`src/eipl_pkg.sv`:
```
// Constants, register map and carrier types of the interrupt priority block
// Summary of operation
// - Edge-select 1 is edge, 0 is level; polarity 0 is active low, 1 high.
// - Each external input reads the pin its config names, undisturbed.
// - Pending flags zero and one sit at bits 1 and 3 of timer control.
// - An edge-mode pending flag clears when the CPU vectors to its routine.
// - A level-mode pending flag is 1 while the input is active, else 0.
// - Each source is low or high; high preempts low and is never preempted.
// - Every source has its own priority bit, reset to low priority.
// - Simultaneous requests go high first, ties by a fixed order.
// - All pending requests are sampled and decoded every clock cycle.
// - The shortest response is 5 cycles: detect 1, then long call 4.
// - After a return exactly one more instruction runs before the next call.
// - The worst response is 18 cycles: detect 1, return 5, divide 8, call 4.
// - Requests wait out an equal or higher routine, its return and one more.
package eipl_pkg;

  // ==========================================================================
  // Special function register addresses
  localparam logic [7:0] ADDR_TIMER_CONTROL   = 8'h88;
  localparam logic [7:0] ADDR_INT_ENABLE_MAIN = 8'hA8;
  localparam logic [7:0] ADDR_INT_PRIO_MAIN   = 8'hB8;
  localparam logic [7:0] ADDR_EXT_PIN_CONFIG  = 8'hE4;
  localparam logic [7:0] ADDR_INT_ENABLE_EXT  = 8'hE6;
  localparam logic [7:0] ADDR_INT_PRIO_EXT    = 8'hF6;

  // ==========================================================================
  // Field positions
  localparam int TIMER_CONTROL_REG_EDGE0_BIT = 0;
  localparam int TIMER_CONTROL_REG_PEND0_BIT = 1;
  localparam int TIMER_CONTROL_REG_EDGE1_BIT = 2;
  localparam int TIMER_CONTROL_REG_PEND1_BIT = 3;
  localparam int CFG_PIN0_LSB   = 0;
  localparam int CFG_POL0_BIT   = 3;
  localparam int CFG_PIN1_LSB   = 4;
  localparam int CFG_POL1_BIT   = 7;
  localparam int IE_GLOBAL_BIT  = 7;
  localparam int SRC_EXT0       = 0;
  localparam int SRC_EXT1       = 2;
  localparam int NUM_SRC        = 15;

  // ==========================================================================
  // Reset values
  localparam logic [7:0] RST_REG8 = 8'h00;

  // ==========================================================================
  // Response timing in clock cycles
  localparam int DETECT_CYCLES = 1;
  localparam int CALL_CYCLES   = 4;
  localparam int RETURN_FROM_INTERRUPT_CYCLES   = 5;
  localparam int DIV_CYCLES    = 8;
  localparam int MIN_RESPONSE  = DETECT_CYCLES + CALL_CYCLES;
  localparam int MAX_RESPONSE  = DETECT_CYCLES + RETURN_FROM_INTERRUPT_CYCLES + DIV_CYCLES
                                 + CALL_CYCLES;
  localparam logic [1:0] CALL_LAST = 2'(CALL_CYCLES - 1);

  // ==========================================================================
  // Types
  typedef enum logic [0:0] {
    ST_IDLE = 1'b0,
    ST_CALL = 1'b1
  } eipl_state_t;

  // Request handed to the CPU sequencer
  typedef struct packed {
    logic       valid;
    logic       high;
    logic [3:0] index;
  } eipl_req_t;

  // Register-side access from the CPU core
  typedef struct packed {
    logic       wr;
    logic       rd;
    logic [7:0] addr;
    logic [7:0] wdata;
  } eipl_sfr_t;

endpackage : eipl_pkg
```
`src/eipl_ctrl.sv`:
```
// External interrupt conditioning and two-level priority sequencer
`timescale 1ns/1ns
module eipl_ctrl
  import eipl_pkg::*;
(
  // Clock and reset
  input  wire logic             mclk,
  input  wire logic             rst_n,
  // Special function register access
  input  wire eipl_sfr_t        sfr,
  output logic [7:0]            sfr_rdata,
  // Port pins as seen by the input buffers
  input  wire logic [7:0]       port_pins,
  // Pending requests of the other sources, bits 0 and 2 ignored
  input  wire logic [NUM_SRC-1:0] src_pending,
  // CPU sequencer
  input  wire logic             insn_boundary,
  input  wire logic             return_from_interrupt_done,
  output eipl_req_t             call_req,
  output logic                  call_active,
  output logic                  isr_enter
);

  // ==========================================================================
  // Lowest set bit of a request vector, fixed tie order
  function automatic logic [3:0] lowest_src(input logic [NUM_SRC-1:0] v);
    logic [3:0] idx;
    idx = 4'h0;
    for (int i = NUM_SRC - 1; i >= 0; i--) begin
      if (v[i]) begin
        idx = 4'(i);
      end
    end
    return idx;
  endfunction : lowest_src

  // ==========================================================================
  // Register state
  logic [7:0] int_en_main, next_int_en_main;
  logic [7:0] int_prio_main, next_int_prio_main;
  logic [7:0] pin_cfg, next_pin_cfg;
  logic [7:0] int_en_ext, next_int_en_ext;
  logic [7:0] int_prio_ext, next_int_prio_ext;
  logic       ext_irq_zero_edge_select, next_edge0;
  logic       ext_irq_one_edge_select, next_edge1;
  logic       edge_flag0, next_edge_flag0;
  logic       edge_flag1, next_edge_flag1;
  logic       act_prev0, act_prev1;
  logic [7:0] next_rdata;

  // Conditioned inputs
  logic ext_irq_zero, ext_irq_one;
  logic ext_irq_zero_polarity, ext_irq_one_polarity;
  logic act0, act1;
  logic ext_irq_zero_pending, ext_irq_one_pending;

  // Pin selection is a plain read of the pad, so the crossbar owner of
  // that pin is never disturbed
  assign ext_irq_zero = port_pins[pin_cfg[CFG_PIN0_LSB +: 3]];
  assign ext_irq_one  = port_pins[pin_cfg[CFG_PIN1_LSB +: 3]];
  assign ext_irq_zero_polarity = pin_cfg[CFG_POL0_BIT];
  assign ext_irq_one_polarity  = pin_cfg[CFG_POL1_BIT];
  // Polarity 0 inverts so that active low reads as asserted
  assign act0 = ~(ext_irq_zero ^ ext_irq_zero_polarity);
  assign act1 = ~(ext_irq_one ^ ext_irq_one_polarity);

  // Level mode follows the input with no latch; edge mode shows the flag
  assign ext_irq_zero_pending = ext_irq_zero_edge_select ? edge_flag0
                                                         : act_prev0;
  assign ext_irq_one_pending  = ext_irq_one_edge_select ? edge_flag1
                                                        : act_prev1;

  // ==========================================================================
  // Arbitration, recomputed every cycle from the current pending set
  logic [NUM_SRC-1:0] enables, prios, pend, req, req_hi, req_lo;
  logic               in_high, in_low, return_from_interrupt_hold;
  logic               allow_hi, allow_lo;
  eipl_req_t          pick;

  always_comb begin
    enables = {int_en_ext, int_en_main[6:0]};
    prios   = {int_prio_ext, int_prio_main[6:0]};
    pend    = src_pending;
    pend[SRC_EXT0] = ext_irq_zero_pending;
    pend[SRC_EXT1] = ext_irq_one_pending;
    // Both the source enable and the global enable gate a request
    req    = pend & enables & {NUM_SRC{int_en_main[IE_GLOBAL_BIT]}};
    req_hi = req & prios;
    req_lo = req & ~prios;
    // High is never preempted; low only by high
    // A return holds entry off only until the boundary that ends the one
    // instruction after it; a longer hold would let two instructions run
    allow_hi = ~in_high & (~return_from_interrupt_hold | insn_boundary);
    allow_lo = ~in_high & ~in_low & (~return_from_interrupt_hold | insn_boundary);
    pick = '0;
    if (allow_hi && (|req_hi)) begin
      pick = '{valid: 1'b1, high: 1'b1, index: lowest_src(req_hi)};
    end else if (allow_lo && (|req_lo)) begin
      pick = '{valid: 1'b1, high: 1'b0, index: lowest_src(req_lo)};
    end
  end

  // ==========================================================================
  // Entry sequencer: detect, then a four-cycle long call
  eipl_state_t state, next_state;
  logic [1:0]  call_cnt, next_call_cnt;
  eipl_req_t   next_call_req;
  logic        next_in_high, next_in_low, next_return_from_interrupt_hold;

  assign call_active = (state == ST_CALL);
  assign isr_enter   = (state == ST_CALL) && (call_cnt == CALL_LAST);

  always_comb begin
    next_state     = state;
    next_call_cnt  = call_cnt;
    next_call_req  = call_req;
    next_in_high   = in_high;
    next_in_low    = in_low;
    next_return_from_interrupt_hold = return_from_interrupt_hold;
    // One instruction must finish after a return before the next call
    if (return_from_interrupt_done) begin
      next_return_from_interrupt_hold = 1'b1;
      if (in_high) begin
        next_in_high = 1'b0;
      end else begin
        next_in_low = 1'b0;
      end
    end else if (insn_boundary) begin
      next_return_from_interrupt_hold = 1'b0;
    end
    unique case (state)
      ST_IDLE: begin
        // Taken only at an instruction boundary, so a divide after a
        // return stretches the response to its worst case
        if (insn_boundary && !return_from_interrupt_done && pick.valid) begin
          next_state    = ST_CALL;
          next_call_req = pick;
          next_call_cnt = 2'd0;
        end else begin
          next_call_req = '0;
        end
      end
      ST_CALL: begin
        next_call_cnt = call_cnt + 2'd1;
        if (call_cnt == CALL_LAST) begin
          next_state    = ST_IDLE;
          next_call_req = '0;
          if (call_req.high) begin
            next_in_high = 1'b1;
          end else begin
            next_in_low = 1'b1;
          end
        end
      end
    endcase
  end

  always_ff @(posedge mclk or negedge rst_n) begin
    if (!rst_n) begin
      state     <= ST_IDLE;
      call_cnt  <= 2'd0;
      call_req  <= '0;
      in_high   <= 1'b0;
      in_low    <= 1'b0;
      return_from_interrupt_hold <= 1'b0;
    end else begin
      state     <= next_state;
      call_cnt  <= next_call_cnt;
      call_req  <= next_call_req;
      in_high   <= next_in_high;
      in_low    <= next_in_low;
      return_from_interrupt_hold <= next_return_from_interrupt_hold;
    end
  end

  // ==========================================================================
  // Register writes, edge capture and read-back
  logic wr_timer_control_reg;
  logic vec0, vec1;
  assign wr_timer_control_reg = sfr.wr && (sfr.addr == ADDR_TIMER_CONTROL);
  assign vec0 = isr_enter && (call_req.index == 4'(SRC_EXT0));
  assign vec1 = isr_enter && (call_req.index == 4'(SRC_EXT1));

  always_comb begin
    next_int_en_main   = int_en_main;
    next_int_prio_main = int_prio_main;
    next_pin_cfg       = pin_cfg;
    next_int_en_ext    = int_en_ext;
    next_int_prio_ext  = int_prio_ext;
    next_edge0         = ext_irq_zero_edge_select;
    next_edge1         = ext_irq_one_edge_select;
    next_edge_flag0    = edge_flag0;
    next_edge_flag1    = edge_flag1;
    if (sfr.wr) begin
      unique case (sfr.addr)
        ADDR_INT_ENABLE_MAIN: next_int_en_main   = sfr.wdata;
        ADDR_INT_PRIO_MAIN:   next_int_prio_main = sfr.wdata;
        ADDR_EXT_PIN_CONFIG:  next_pin_cfg       = sfr.wdata;
        ADDR_INT_ENABLE_EXT:  next_int_en_ext    = sfr.wdata;
        ADDR_INT_PRIO_EXT:    next_int_prio_ext  = sfr.wdata;
        default: ;
      endcase
    end
    if (wr_timer_control_reg) begin
      next_edge0      = sfr.wdata[TIMER_CONTROL_REG_EDGE0_BIT];
      next_edge1      = sfr.wdata[TIMER_CONTROL_REG_EDGE1_BIT];
      next_edge_flag0 = sfr.wdata[TIMER_CONTROL_REG_PEND0_BIT];
      next_edge_flag1 = sfr.wdata[TIMER_CONTROL_REG_PEND1_BIT];
    end
    // Vectoring clears an edge flag
    if (vec0 && ext_irq_zero_edge_select) begin
      next_edge_flag0 = 1'b0;
    end
    if (vec1 && ext_irq_one_edge_select) begin
      next_edge_flag1 = 1'b0;
    end
    // A fresh edge in the clearing cycle is kept: set wins
    if (act0 && !act_prev0) begin
      next_edge_flag0 = 1'b1;
    end
    if (act1 && !act_prev1) begin
      next_edge_flag1 = 1'b1;
    end
    // Read data, registered for the next cycle
    next_rdata = 8'h00;
    if (sfr.rd) begin
      unique case (sfr.addr)
        ADDR_TIMER_CONTROL: begin
          next_rdata[TIMER_CONTROL_REG_EDGE0_BIT] = ext_irq_zero_edge_select;
          next_rdata[TIMER_CONTROL_REG_PEND0_BIT] = ext_irq_zero_pending;
          next_rdata[TIMER_CONTROL_REG_EDGE1_BIT] = ext_irq_one_edge_select;
          next_rdata[TIMER_CONTROL_REG_PEND1_BIT] = ext_irq_one_pending;
        end
        ADDR_INT_ENABLE_MAIN: next_rdata = int_en_main;
        ADDR_INT_PRIO_MAIN:   next_rdata = int_prio_main;
        ADDR_EXT_PIN_CONFIG:  next_rdata = pin_cfg;
        ADDR_INT_ENABLE_EXT:  next_rdata = int_en_ext;
        ADDR_INT_PRIO_EXT:    next_rdata = int_prio_ext;
        default:              next_rdata = 8'h00;
      endcase
    end
  end

  // Priority bits reset to low for every source
  always_ff @(posedge mclk or negedge rst_n) begin
    if (!rst_n) begin
      int_en_main              <= RST_REG8;
      int_prio_main            <= RST_REG8;
      pin_cfg                  <= RST_REG8;
      int_en_ext               <= RST_REG8;
      int_prio_ext             <= RST_REG8;
      ext_irq_zero_edge_select <= 1'b0;
      ext_irq_one_edge_select  <= 1'b0;
      edge_flag0               <= 1'b0;
      edge_flag1               <= 1'b0;
      act_prev0                <= 1'b0;
      act_prev1                <= 1'b0;
      sfr_rdata                <= 8'h00;
    end else begin
      int_en_main              <= next_int_en_main;
      int_prio_main            <= next_int_prio_main;
      pin_cfg                  <= next_pin_cfg;
      int_en_ext               <= next_int_en_ext;
      int_prio_ext             <= next_int_prio_ext;
      ext_irq_zero_edge_select <= next_edge0;
      ext_irq_one_edge_select  <= next_edge1;
      edge_flag0               <= next_edge_flag0;
      edge_flag1               <= next_edge_flag1;
      act_prev0                <= act0;
      act_prev1                <= act1;
      sfr_rdata                <= next_rdata;
    end
  end

endmodule : eipl_ctrl

```
`config.mk`:
```
export PLATFORM = sky130hd
export DESIGN_NAME = eipl_ctrl
export DESIGN_NICKNAME = d
export VERILOG_FILES = /design/src/eipl_pkg.sv /design/src/eipl_ctrl.sv
export SDC_FILE = /design/constraint.sdc
export NUM_CORES = 1
export LEC_CHECK = 0
export BUFFER_PORTS_ARGS = -buffer_cell sky130_fd_sc_hd__buf_4
export CAP_MARGIN = 20
export CORE_ASPECT_RATIO = 0.5
export CORE_MARGIN = 2
export CORE_UTILIZATION = 45
export DETAILED_ROUTE_END_ITERATION = 10
export PLACE_DENSITY = 0.66
export SYNTH_ARGS = -nofsm -noshare
export SYNTH_HDL_FRONTEND = slang
export SYNTH_SLANG_ARGS = --single-unit
```
`constraint.sdc`:
```
create_clock -name mclk -period 1.95 [get_ports mclk]
set_input_delay 0.2925 -clock mclk [delete_from_list [all_inputs] [get_ports mclk]]
set_output_delay 0.2925 -clock mclk [all_outputs]
set_load 0.01 [all_outputs]
```
Yosys cells after proc, flatten, opt, wreduce, memory -nomap -nowiden:

Cells that the tools add are included.

* register bits: 66
* output and inout bits: 16
* input port bits: 45

* order comparisons: 2
* reduce and logical (&&, ||, !) cells: 26
* bitwise gates (word level): 17
* equal/unequal tests: 10
* mux-type cells: 66
* add/sub/neg operators: 1

Operators by type and width (count)
* 4-bit two-way mux: 30
* 15-bit bitwise AND: 4
* 8-bit equality test (second input constant): 6
* 15-bit OR reduction: 2
* 6-bit two-way mux: 4
* 4-bit case mux with 6 select lines: 1
* 1-bit two-way mux: 23
* 4-bit case mux with 5 select lines: 1
* 15-bit inverter: 1
* 1-bit logical AND: 12
* 6-bit case mux with 2 select lines: 1
* 2-bit AND reduction: 5
* 3-bit by 4-bit less-than comparator with 1-bit output (second input constant): 2
* 8-bit two-way mux: 1
* 1-bit binary-select mux with 3-bit select: 2
* 1-bit inverter: 6
* 3-bit nonzero test: 2
* 4-bit by 2-bit equality test with 1-bit output (second input constant): 1
* 4-bit logical NOT: 1
* 2-bit case mux with 2 select lines: 1
* 1-bit bitwise AND: 3
* 1-bit logical NOT: 3
* 2-bit by 1-bit adder with 2-bit output (second input constant): 1
* 2-bit equality test (second input constant): 1
* other kinds (7): 8

Depth between registers and ports, before layout:

Gate-level depths: netlist of the first run.

* word-level depth: 24
* gate-level depth with buffers: 9
* depth with buffers taken out: 6

Worst setup path before layout of the first run:

No wires, ideal clock.

* kind: input to register
* start point: in sfr[8] (netlist name)
* end point: reg pin_cfg[0]
* data required time: 1.825 ns
* stages: 6
* setup slack: 0.154 ns
* setup time: 0.125 ns
* arrival: 1.671 ns
* cell sequence: nand2b_1 > nor3_1 > nor3b_4 > and2_1 > buf_4 > mux2_2

* word-level cells in the longest chain between the ends: 2

Ends and longest elaborated chain
* start, declared: line eipl_ctrl.sv:10 `input wire eipl_sfr_t sfr,`
* 8-bit equality test: line eipl_ctrl.sv:195 `unique case (sfr.addr)`
* 2-bit AND reduction (no line)
* end signal, assigned: line eipl_ctrl.sv:262 `pin_cfg <= next_pin_cfg;`
* end, declared: line eipl_ctrl.sv:41 `logic [7:0] pin_cfg, next_pin_cfg;`

No other way between the ends.
A chain may end at the register's enable or synchronous reset.

Worst setup path in the final report of the first run:

* start point: reg int_en_main[7]
* end point: reg call_cnt[0]

* word-level cells in the longest chain between the ends: 8
* elaborated cells on any way between the ends: 11

Ends and longest elaborated chain
* start, declared: line eipl_ctrl.sv:39 `logic [7:0] int_en_main, next_int_en_main;`
* start signal, assigned: line eipl_ctrl.sv:260 `int_en_main <= next_int_en_main;`
* 15-bit bitwise AND (*): line eipl_ctrl.sv:87 `req = pend & enables & {NUM_SRC{int_en_main[IE_GLOBAL_BIT]}};`
* 15-bit bitwise AND: line eipl_ctrl.sv:89 `req_lo = req & ~prios;`
* 15-bit OR reduction: line eipl_ctrl.sv:98 `end else if (allow_lo && (|req_lo)) begin`
* 1-bit logical AND: line eipl_ctrl.sv:98
* 6-bit two-way mux: line eipl_ctrl.sv:98
* 6-bit two-way mux (*): line eipl_ctrl.sv:96 `if (allow_hi && (|req_hi)) begin`
* 1-bit logical AND (*): line eipl_ctrl.sv:135 `if (insn_boundary && !return_from_interrupt_done && pick.valid) begin`
* 2-bit inequality test (no line) (*)
* end signal, assigned: line eipl_ctrl.sv:168 `call_cnt <= next_call_cnt;`
* end, declared: line eipl_ctrl.sv:106 `logic [1:0] call_cnt, next_call_cnt;`

Mark *: on every way between the ends. The rest lies on a longest branch, timed or not.

==> impl_metrics.csv, run 1 <==
group,metric,value,unit
outcome,status,"finished, violations left",
outcome,violations,"setup timing",
sta,max_freq,0.496,GHz
pwr,finalPower,3.52,mW
yosys,synthesis.nets,376,
finish,finalNetCount,488,
floorplanning,rows,23,
yosys,synth_seq_cells,66,
yosys,yosysMostFrequentCell,"dfrtp_1",
sta,tightest_slew,0.535,ns
pwr,p_switching,0.957,mW
placed_design,port_buffers,58,
cts,cts-root-buf,"clkbuf_16",
placed_design,gp_congestion,0.932,
detailed_routing,post_drt_wl_per_cell,19.3,um
detailed_routing,vias_per_cell,5.83,
pwr,p_clk_share,43.6,%
hold_path,hold_path.class,"in2reg",
cts,cts_made_buffers,9,
detailed_routing,routed_wl,10.8,mm
sta,hold_viol,0,
detailed_routing,first_pass_iters,7,
cts,cts.path.max_buffers,2,
yosys,yosys-top-cells-count,"dfrtp_1 (66), mux2_2 (30), nand2_1 (25)",
grt,grt_pass1_wl,17.3,mm
sta,timing.final.crit_share,103,%
pwr,p_sw_share,27.2,%
detailed_routing,drc_errors,0,
yosys,yosysWarnings,0,
grt,grt_overflow,0,
pwr,comb_power_share,13.4,%
yosys,syn-cell-area,0.00382,sq mm
finish,final_cell_count_no_fill,559,
run,maxCapViolations,0,
pwr,worst_ir_drop_vdd,0.000456,V
finish,insertedDiodeCount,0,
pwr,seqPwrFrac,43.0,%
critical_path,cp-start-kind,"register",
floorplanning,die_h,69.1,um
yosys,yosysTopAreaCell,"dfrtp_1",
pwr,powerDensity,693,mW/mm^2
sta,setup_violations,3,
floorplanning,core_area,0.00812,sq mm
detailed_routing,num_vias,3259,
pwr,internal_power,2.56,mW
detailed_routing,antenna_left,0,
detailed_routing,drtIter0Drc,273,
sta,relSlewSlack,63.9,%
placed_design,pre_cts_slack,-0.0962,ns
placed_design,place_area,0.00464,sq mm
cts,insertion_delay,0.34,ns
critical_path,criticalPathCategory,"reg2reg",
grt,grt_max_degree,67,
finish,fin_area,0.00508,sq mm
sta,tns,-0.155,ns
yosys,synth_top_area_share,43.3,%
yosys,avgSynthCellArea,11.6,sq um
yosys,syn_inst,330,
cts,h-tree-depth,3,
yosys,yosysUniqueCellTypes,62,
grt,grt_pass1_vias,3350,
finish,layout-drive-gt1-share,45.9,%
yosys,synth_top_flop_cell,"dfrtp_1",
yosys,synth_edf_count,0,
critical_path,crit_arrival,2.25,ns
critical_path,cp.required,2.18,ns
sta,setup_slack,-0.0656,ns
cts,path_clk_slew,0.06,ns
floorplanning,die_w,134,um
grt,antenna_found_initial,0,
critical_path,cp-end-kind,"register",
cts,cts.sinks,66,
yosys,synth_area_leaders,"dfrtp_1 (43%), mux2_2 (8.9%), mux2_4 (6.3%)",
cts,cts_tree,"done",
floorplanning,start_util,47.0,%
placed_design,hpwlAfterDp,7.98,mm
sta,min_period,2.02,ns
sta,maxSlewViolCount,0,
yosys,ys_seq_area_share,43.3,%
placed_design,place_inst,531,
finish,synthToLayoutAreaGrowth,33.2,%
floorplanning,fp.dieArea,0.00928,sq mm
sta,worst_clock_skew,0.00757,ns
pwr,p_leak,2.44,nW
floorplanning,num_io_pins,61,
grt,track_usage,24.6,%
sta,rsz0062_at_grt,"true",
yosys,async_reset_ff_share,100,%
critical_path,crit_fanout,12,
[kinds of logic (layout without fill, tap and decap cells)]
family	count (synthesis)	after routing	share of synthesized area, %
buf+inv	17	134	2.75
mux	57	57	19.4
fa+ha+maj	1	1	0.328
flops	66	66	43.3
xor+xnor	2	2	0.459
compound gates	64	64	13.0
simple gates	123	123	20.8
[state kept, by name (all words and copies together), names as in the netlist]
name	cells
in_high	1
ext_irq_one_edge_select	1
in_low	1
return_from_interrupt_hold	1
edge_flag1	1
pin_cfg	8
call_active	1
call_cnt	2
int_prio_ext	8
act_prev1	1
int_en_main	8
act_prev0	1
int_prio_main	8
call_req	6
sfr_rdata	8
ext_irq_zero_edge_select	1
edge_flag0	1
int_en_ext	8
[layout by cell type (no fill, tap or decap), types with 4 or more instances in the layout]
cell / n
mux2i_1: 6
o211ai_1: 4
nand2_1: 25
nand4_1: 18
mux2_2: 29
o21ai_0: 9
a21boi_0: 4
nor3_1: 7
nand3_1: 7
a21oi_1: 5
nand2b_1: 8
mux2_4: 17
a31oi_1: 5
mux4_2: 4
a22oi_1: 8
dfrtp_1: 65
clkbuf_16: 9
inv_1: 7
nand4b_1: 9
buf_4: 104
a22o_1: 4
nor2_1: 12
[stage by stage]
stage / util, % / hold WS (ns)
floorplan: - / -0.00309
global placement: 57.2 / 0.311
detailed placement: 57.2 / 0.322
CTS: 61.7 / 0.184
global route: 62.6 / 0.215
finish: 62.6 / 0.189
[area by class of cell]
class                      count  area (sq um)
fill                         654          3030
inverter                       8          30.0
clock inverter                 7          53.8
timing repair buffer         110           881
clock buffer                   9           225
sequential                    66          1650
tap                          112           140
multi-input combinational    247          2100
[path summary, 6_finish.rpt]
path                                         endpoint  cells after the start                  startpoint  slack (ns)
setup / recovery                          call_cnt[0]                     10              int_en_main[7]       -0.07
hold / removal             return_from_interrupt_hold                      3  return_from_interrupt_done        0.19
setup reg to reg                          call_cnt[0]                     10              int_en_main[7]       -0.07
hold reg to reg            return_from_interrupt_hold                      2  return_from_interrupt_hold        0.49
max in group asynchronous                 call_req[4]                      3                       rst_n        1.15
min in group asynchronous               int_en_ext[7]                      3                       rst_n        0.48
[power groups by stage]
stage               Sequential, mW  Combinational (mW)  Clock, mW
floorplan                     1.52               0.237          0
global placement              1.53               0.429          0
detailed placement            1.54               0.445          0
CTS                           1.51               0.462       1.56
global route                  1.52               0.510       1.62
finish                        1.52               0.473       1.53
[per-layer routing]
layer  global-route usage (%)  up-vias  routed length, um
met4                     7.37        0                139
met1                     34.0     1653               5070
met5                        0        -                  0
met2                     38.2       91               5040
li1                         -     1501                  -
met3                     6.11       14                560
[worst max-delay path, stage by stage (launching register included)]
cell and delay, ns:
dfrtp_2 0.40, buf_12 0.14, and4b_1 0.24, nor3_2 0.06, buf_4 0.13, nor2b_2 0.14, buf_6 0.12, a21oi_4 0.20
buf_4 0.15, nor3_2 0.03, mux2_4 0.26
[repair_timing]
item | CTS | global route
pin swaps | 4 | 8
gates cloned | 1 | 0
hold buffers | 1 | 0
resized for setup | 2 | 14
hold endpoints to repair | 66 | 0
buffers inserted | 5 | 5
setup endpoints to repair | 7 | 7
(Power assumes the default switching activity.)
==> run 2: changes to the inputs <==
- TNS_END_PERCENT: unset -> 30
==> run 2 against run 1 <==
  * The flow still finishes with violations (setup timing)
  * Critical path type unchanged
  * Clock skew up 0.00081 ns
  * Sequential share of layout area is 0.38 points higher
  * Via count up 1.1%
  * Worst hold slack better by 0.00087 ns
  * First-iteration DRC count rose by 12%
  * Highest routed layer unchanged
  * Cell count shrank 0.54%
==> impl_metrics.csv, run 2 (synthesis results as in run 1) <==
group,metric,value,unit
pwr,p_leak,2.41,nW
finish,fillers,664,
cts,h-tree-depth,3,
sta,hold_viol,0,
finish,layout-drive-gt1-share,44.6,%
finish,layout_common_cells,"buf_4 (103), dfrtp_1 (65), mux2_2 (30)",
sta,timing.final.crit_share,102,%
detailed_routing,num_vias,3294,
finish,insertedDiodeCount,0,
critical_path,path_cells,"buf_12, and4b_1, nor3_2, buf_4, nor2b_1, buf_4, a21oi_4, nand4_1, o31ai_1",
finish,mostFrequentLayoutCell,"buf_4",
grt,grt_pass1_vias,3350,
placed_design,hpwlAfterDp,7.98,mm
cts,cts_made_buffers,9,
sta,whs,0.190,ns
detailed_routing,drtIter0Drc,305,
detailed_routing,antenna_left,0,
grt,grt_pass1_wl,17.3,mm
floorplanning,num_io_pins,61,
pwr,worst_ir_drop_vdd,0.000465,V
cts,cts.path.max_buffers,2,
hold_path,hold_path.class,"in2reg",
placed_design,gp_congestion,0.932,
critical_path,cp.required,2.20,ns
pwr,powerDensity,698,mW/mm^2
cts,insertion_delay,0.34,ns
critical_path,cp-end-kind,"register",
detailed_routing,routed_wl,10.7,mm
floorplanning,die_w,134,um
outcome,status,"finished, violations left",
floorplanning,core_area,0.00812,sq mm
critical_path,cp_common_cell,"buf_4",
detailed_routing,first_pass_iters,6,
floorplanning,rows,23,
floorplanning,fp.dieArea,0.00928,sq mm
sta,rsz0062_at_grt,"true",
floorplanning,die_h,69.1,um
cts,cts-root-buf,"clkbuf_16",
sta,max_freq,0.503,GHz
critical_path,crit_arrival,2.23,ns
cts,cts.sinks,66,
sta,setup_violations,2,
pwr,finalPower,3.51,mW
grt,grt_max_degree,67,
detailed_routing,vias_per_cell,5.92,
detailed_routing,drc_errors,0,
critical_path,crit_family,"simple AND/OR/NAND/NOR gates",
floorplanning,start_util,47.0,%
outcome,violations,"setup timing",
finish,fin_area,0.00502,sq mm
grt,grt_overflow,0,
placed_design,port_buffers,58,
critical_path,slowest_stage,"dfrtp_2",
critical_path,critPathBufInv,3,
sta,maxSlewViolCount,0,
critical_path,criticalPathCategory,"reg2reg",
sta,worst_clock_skew,0.00838,ns
sta,tightest_slew,0.534,ns
critical_path,crit_fanout,12,
cts,cts_tree,"done",
sta,min_period,1.99,ns
placed_design,place_area,0.00464,sq mm
detailed_routing,post_drt_wl_per_cell,19.3,um
sta,relSlewSlack,64.0,%
finish,synthToLayoutAreaGrowth,31.7,%
grt,track_usage,24.6,%
grt,antenna_found_initial,0,
cts,path_clk_slew,0.06,ns
critical_path,slowest_delay,0.40,ns
finish,finalNetCount,485,
sta,setup_slack,-0.0385,ns
critical_path,cp-start-kind,"register",
run,maxCapViolations,0,
-- run 2: worst paths after layout --
path | from | to | slack, ns | cells after the start
setup / recovery | int_en_main[7] | call_req[1] | -0.04 | 9
hold reg to reg | return_from_interrupt_hold | return_from_interrupt_hold | 0.49 | 2
max in group asynchronous | rst_n | call_req[4] | 1.16 | 3
min in group asynchronous | rst_n | int_en_ext[7] | 0.48 | 3
setup reg to reg | int_en_main[7] | call_req[1] | -0.04 | 9
hold / removal | return_from_interrupt_done | return_from_interrupt_hold | 0.19 | 3
-- run 2: worst reg2reg max path, cell delays in order, from the launching register on --
cell and delay, ns:
dfrtp_2 0.40, buf_12 0.14, and4b_1 0.24, nor3_2 0.06, buf_4 0.13, nor2b_1 0.12
buf_4 0.15, a21oi_4 0.21, nand4_1 0.17, o31ai_1 0.28
-- run 2: per-layer routing --
layer | wire length (um) | track usage (%) | vias to the layer above
met1 | 4930 | 34.0 | 1682
met2 | 5010 | 38.2 | 102
met5 | 0 | 0 | -
met3 | 645 | 6.11 | 15
li1 | - | - | 1495
met4 | 138 | 7.37 | 0
-- run 2: cell type report --
type                            instances  area, sq um  share of cell area (%)
Multi-Input combinational cell        247         2070                    41.2
Sequential cell                        66         1650                    32.9
Clock inverter                          7         53.8                    1.07
Clock buffer                            9          225                    4.48
Timing Repair Buffer                  107          851                    16.9
Tap cell                              112          140                    2.79
Inverter                                8         30.0                   0.598
-- run 2: stage by stage --
stage / util, % / setup TNS [ns] / setup WS [ns] / cells
after floorplan: - / 0 / 0.154 / 330
after global placement: 57.2 / -0.141 / -0.0460 / 531
after detailed placement: 57.2 / -0.428 / -0.0962 / 531
after CTS: 61.7 / -0.0595 / -0.0564 / 554
after global routing: 61.9 / -0.667 / -0.155 / 556
final: 61.9 / -0.0767 / -0.0385 / 556
-- run 2: power by group --
| group | leakage [nW] | switching (mW) | internal, mW | total (mW) |
|---|---|---|---|---|
| Clock | 0.128 | 0.664 | 0.868 | 1.53 |
| Combinational | 1.39 | 0.217 | 0.243 | 0.461 |
| Sequential | 0.890 | 0.0698 | 1.45 | 1.51 |
| Total | 2.41 | 0.951 | 2.56 | 3.51 |
-- run 2: repair_timing --
action / in CTS / in global routing
cloned: 1 / 0
pin swaps: 4 / 3
setup endpoints to repair: 7 / 7
hold buffers: 1 / 0
buffers inserted: 5 / 2
hold endpoints to repair: 66 / 0
gates resized for setup: 2 / 4
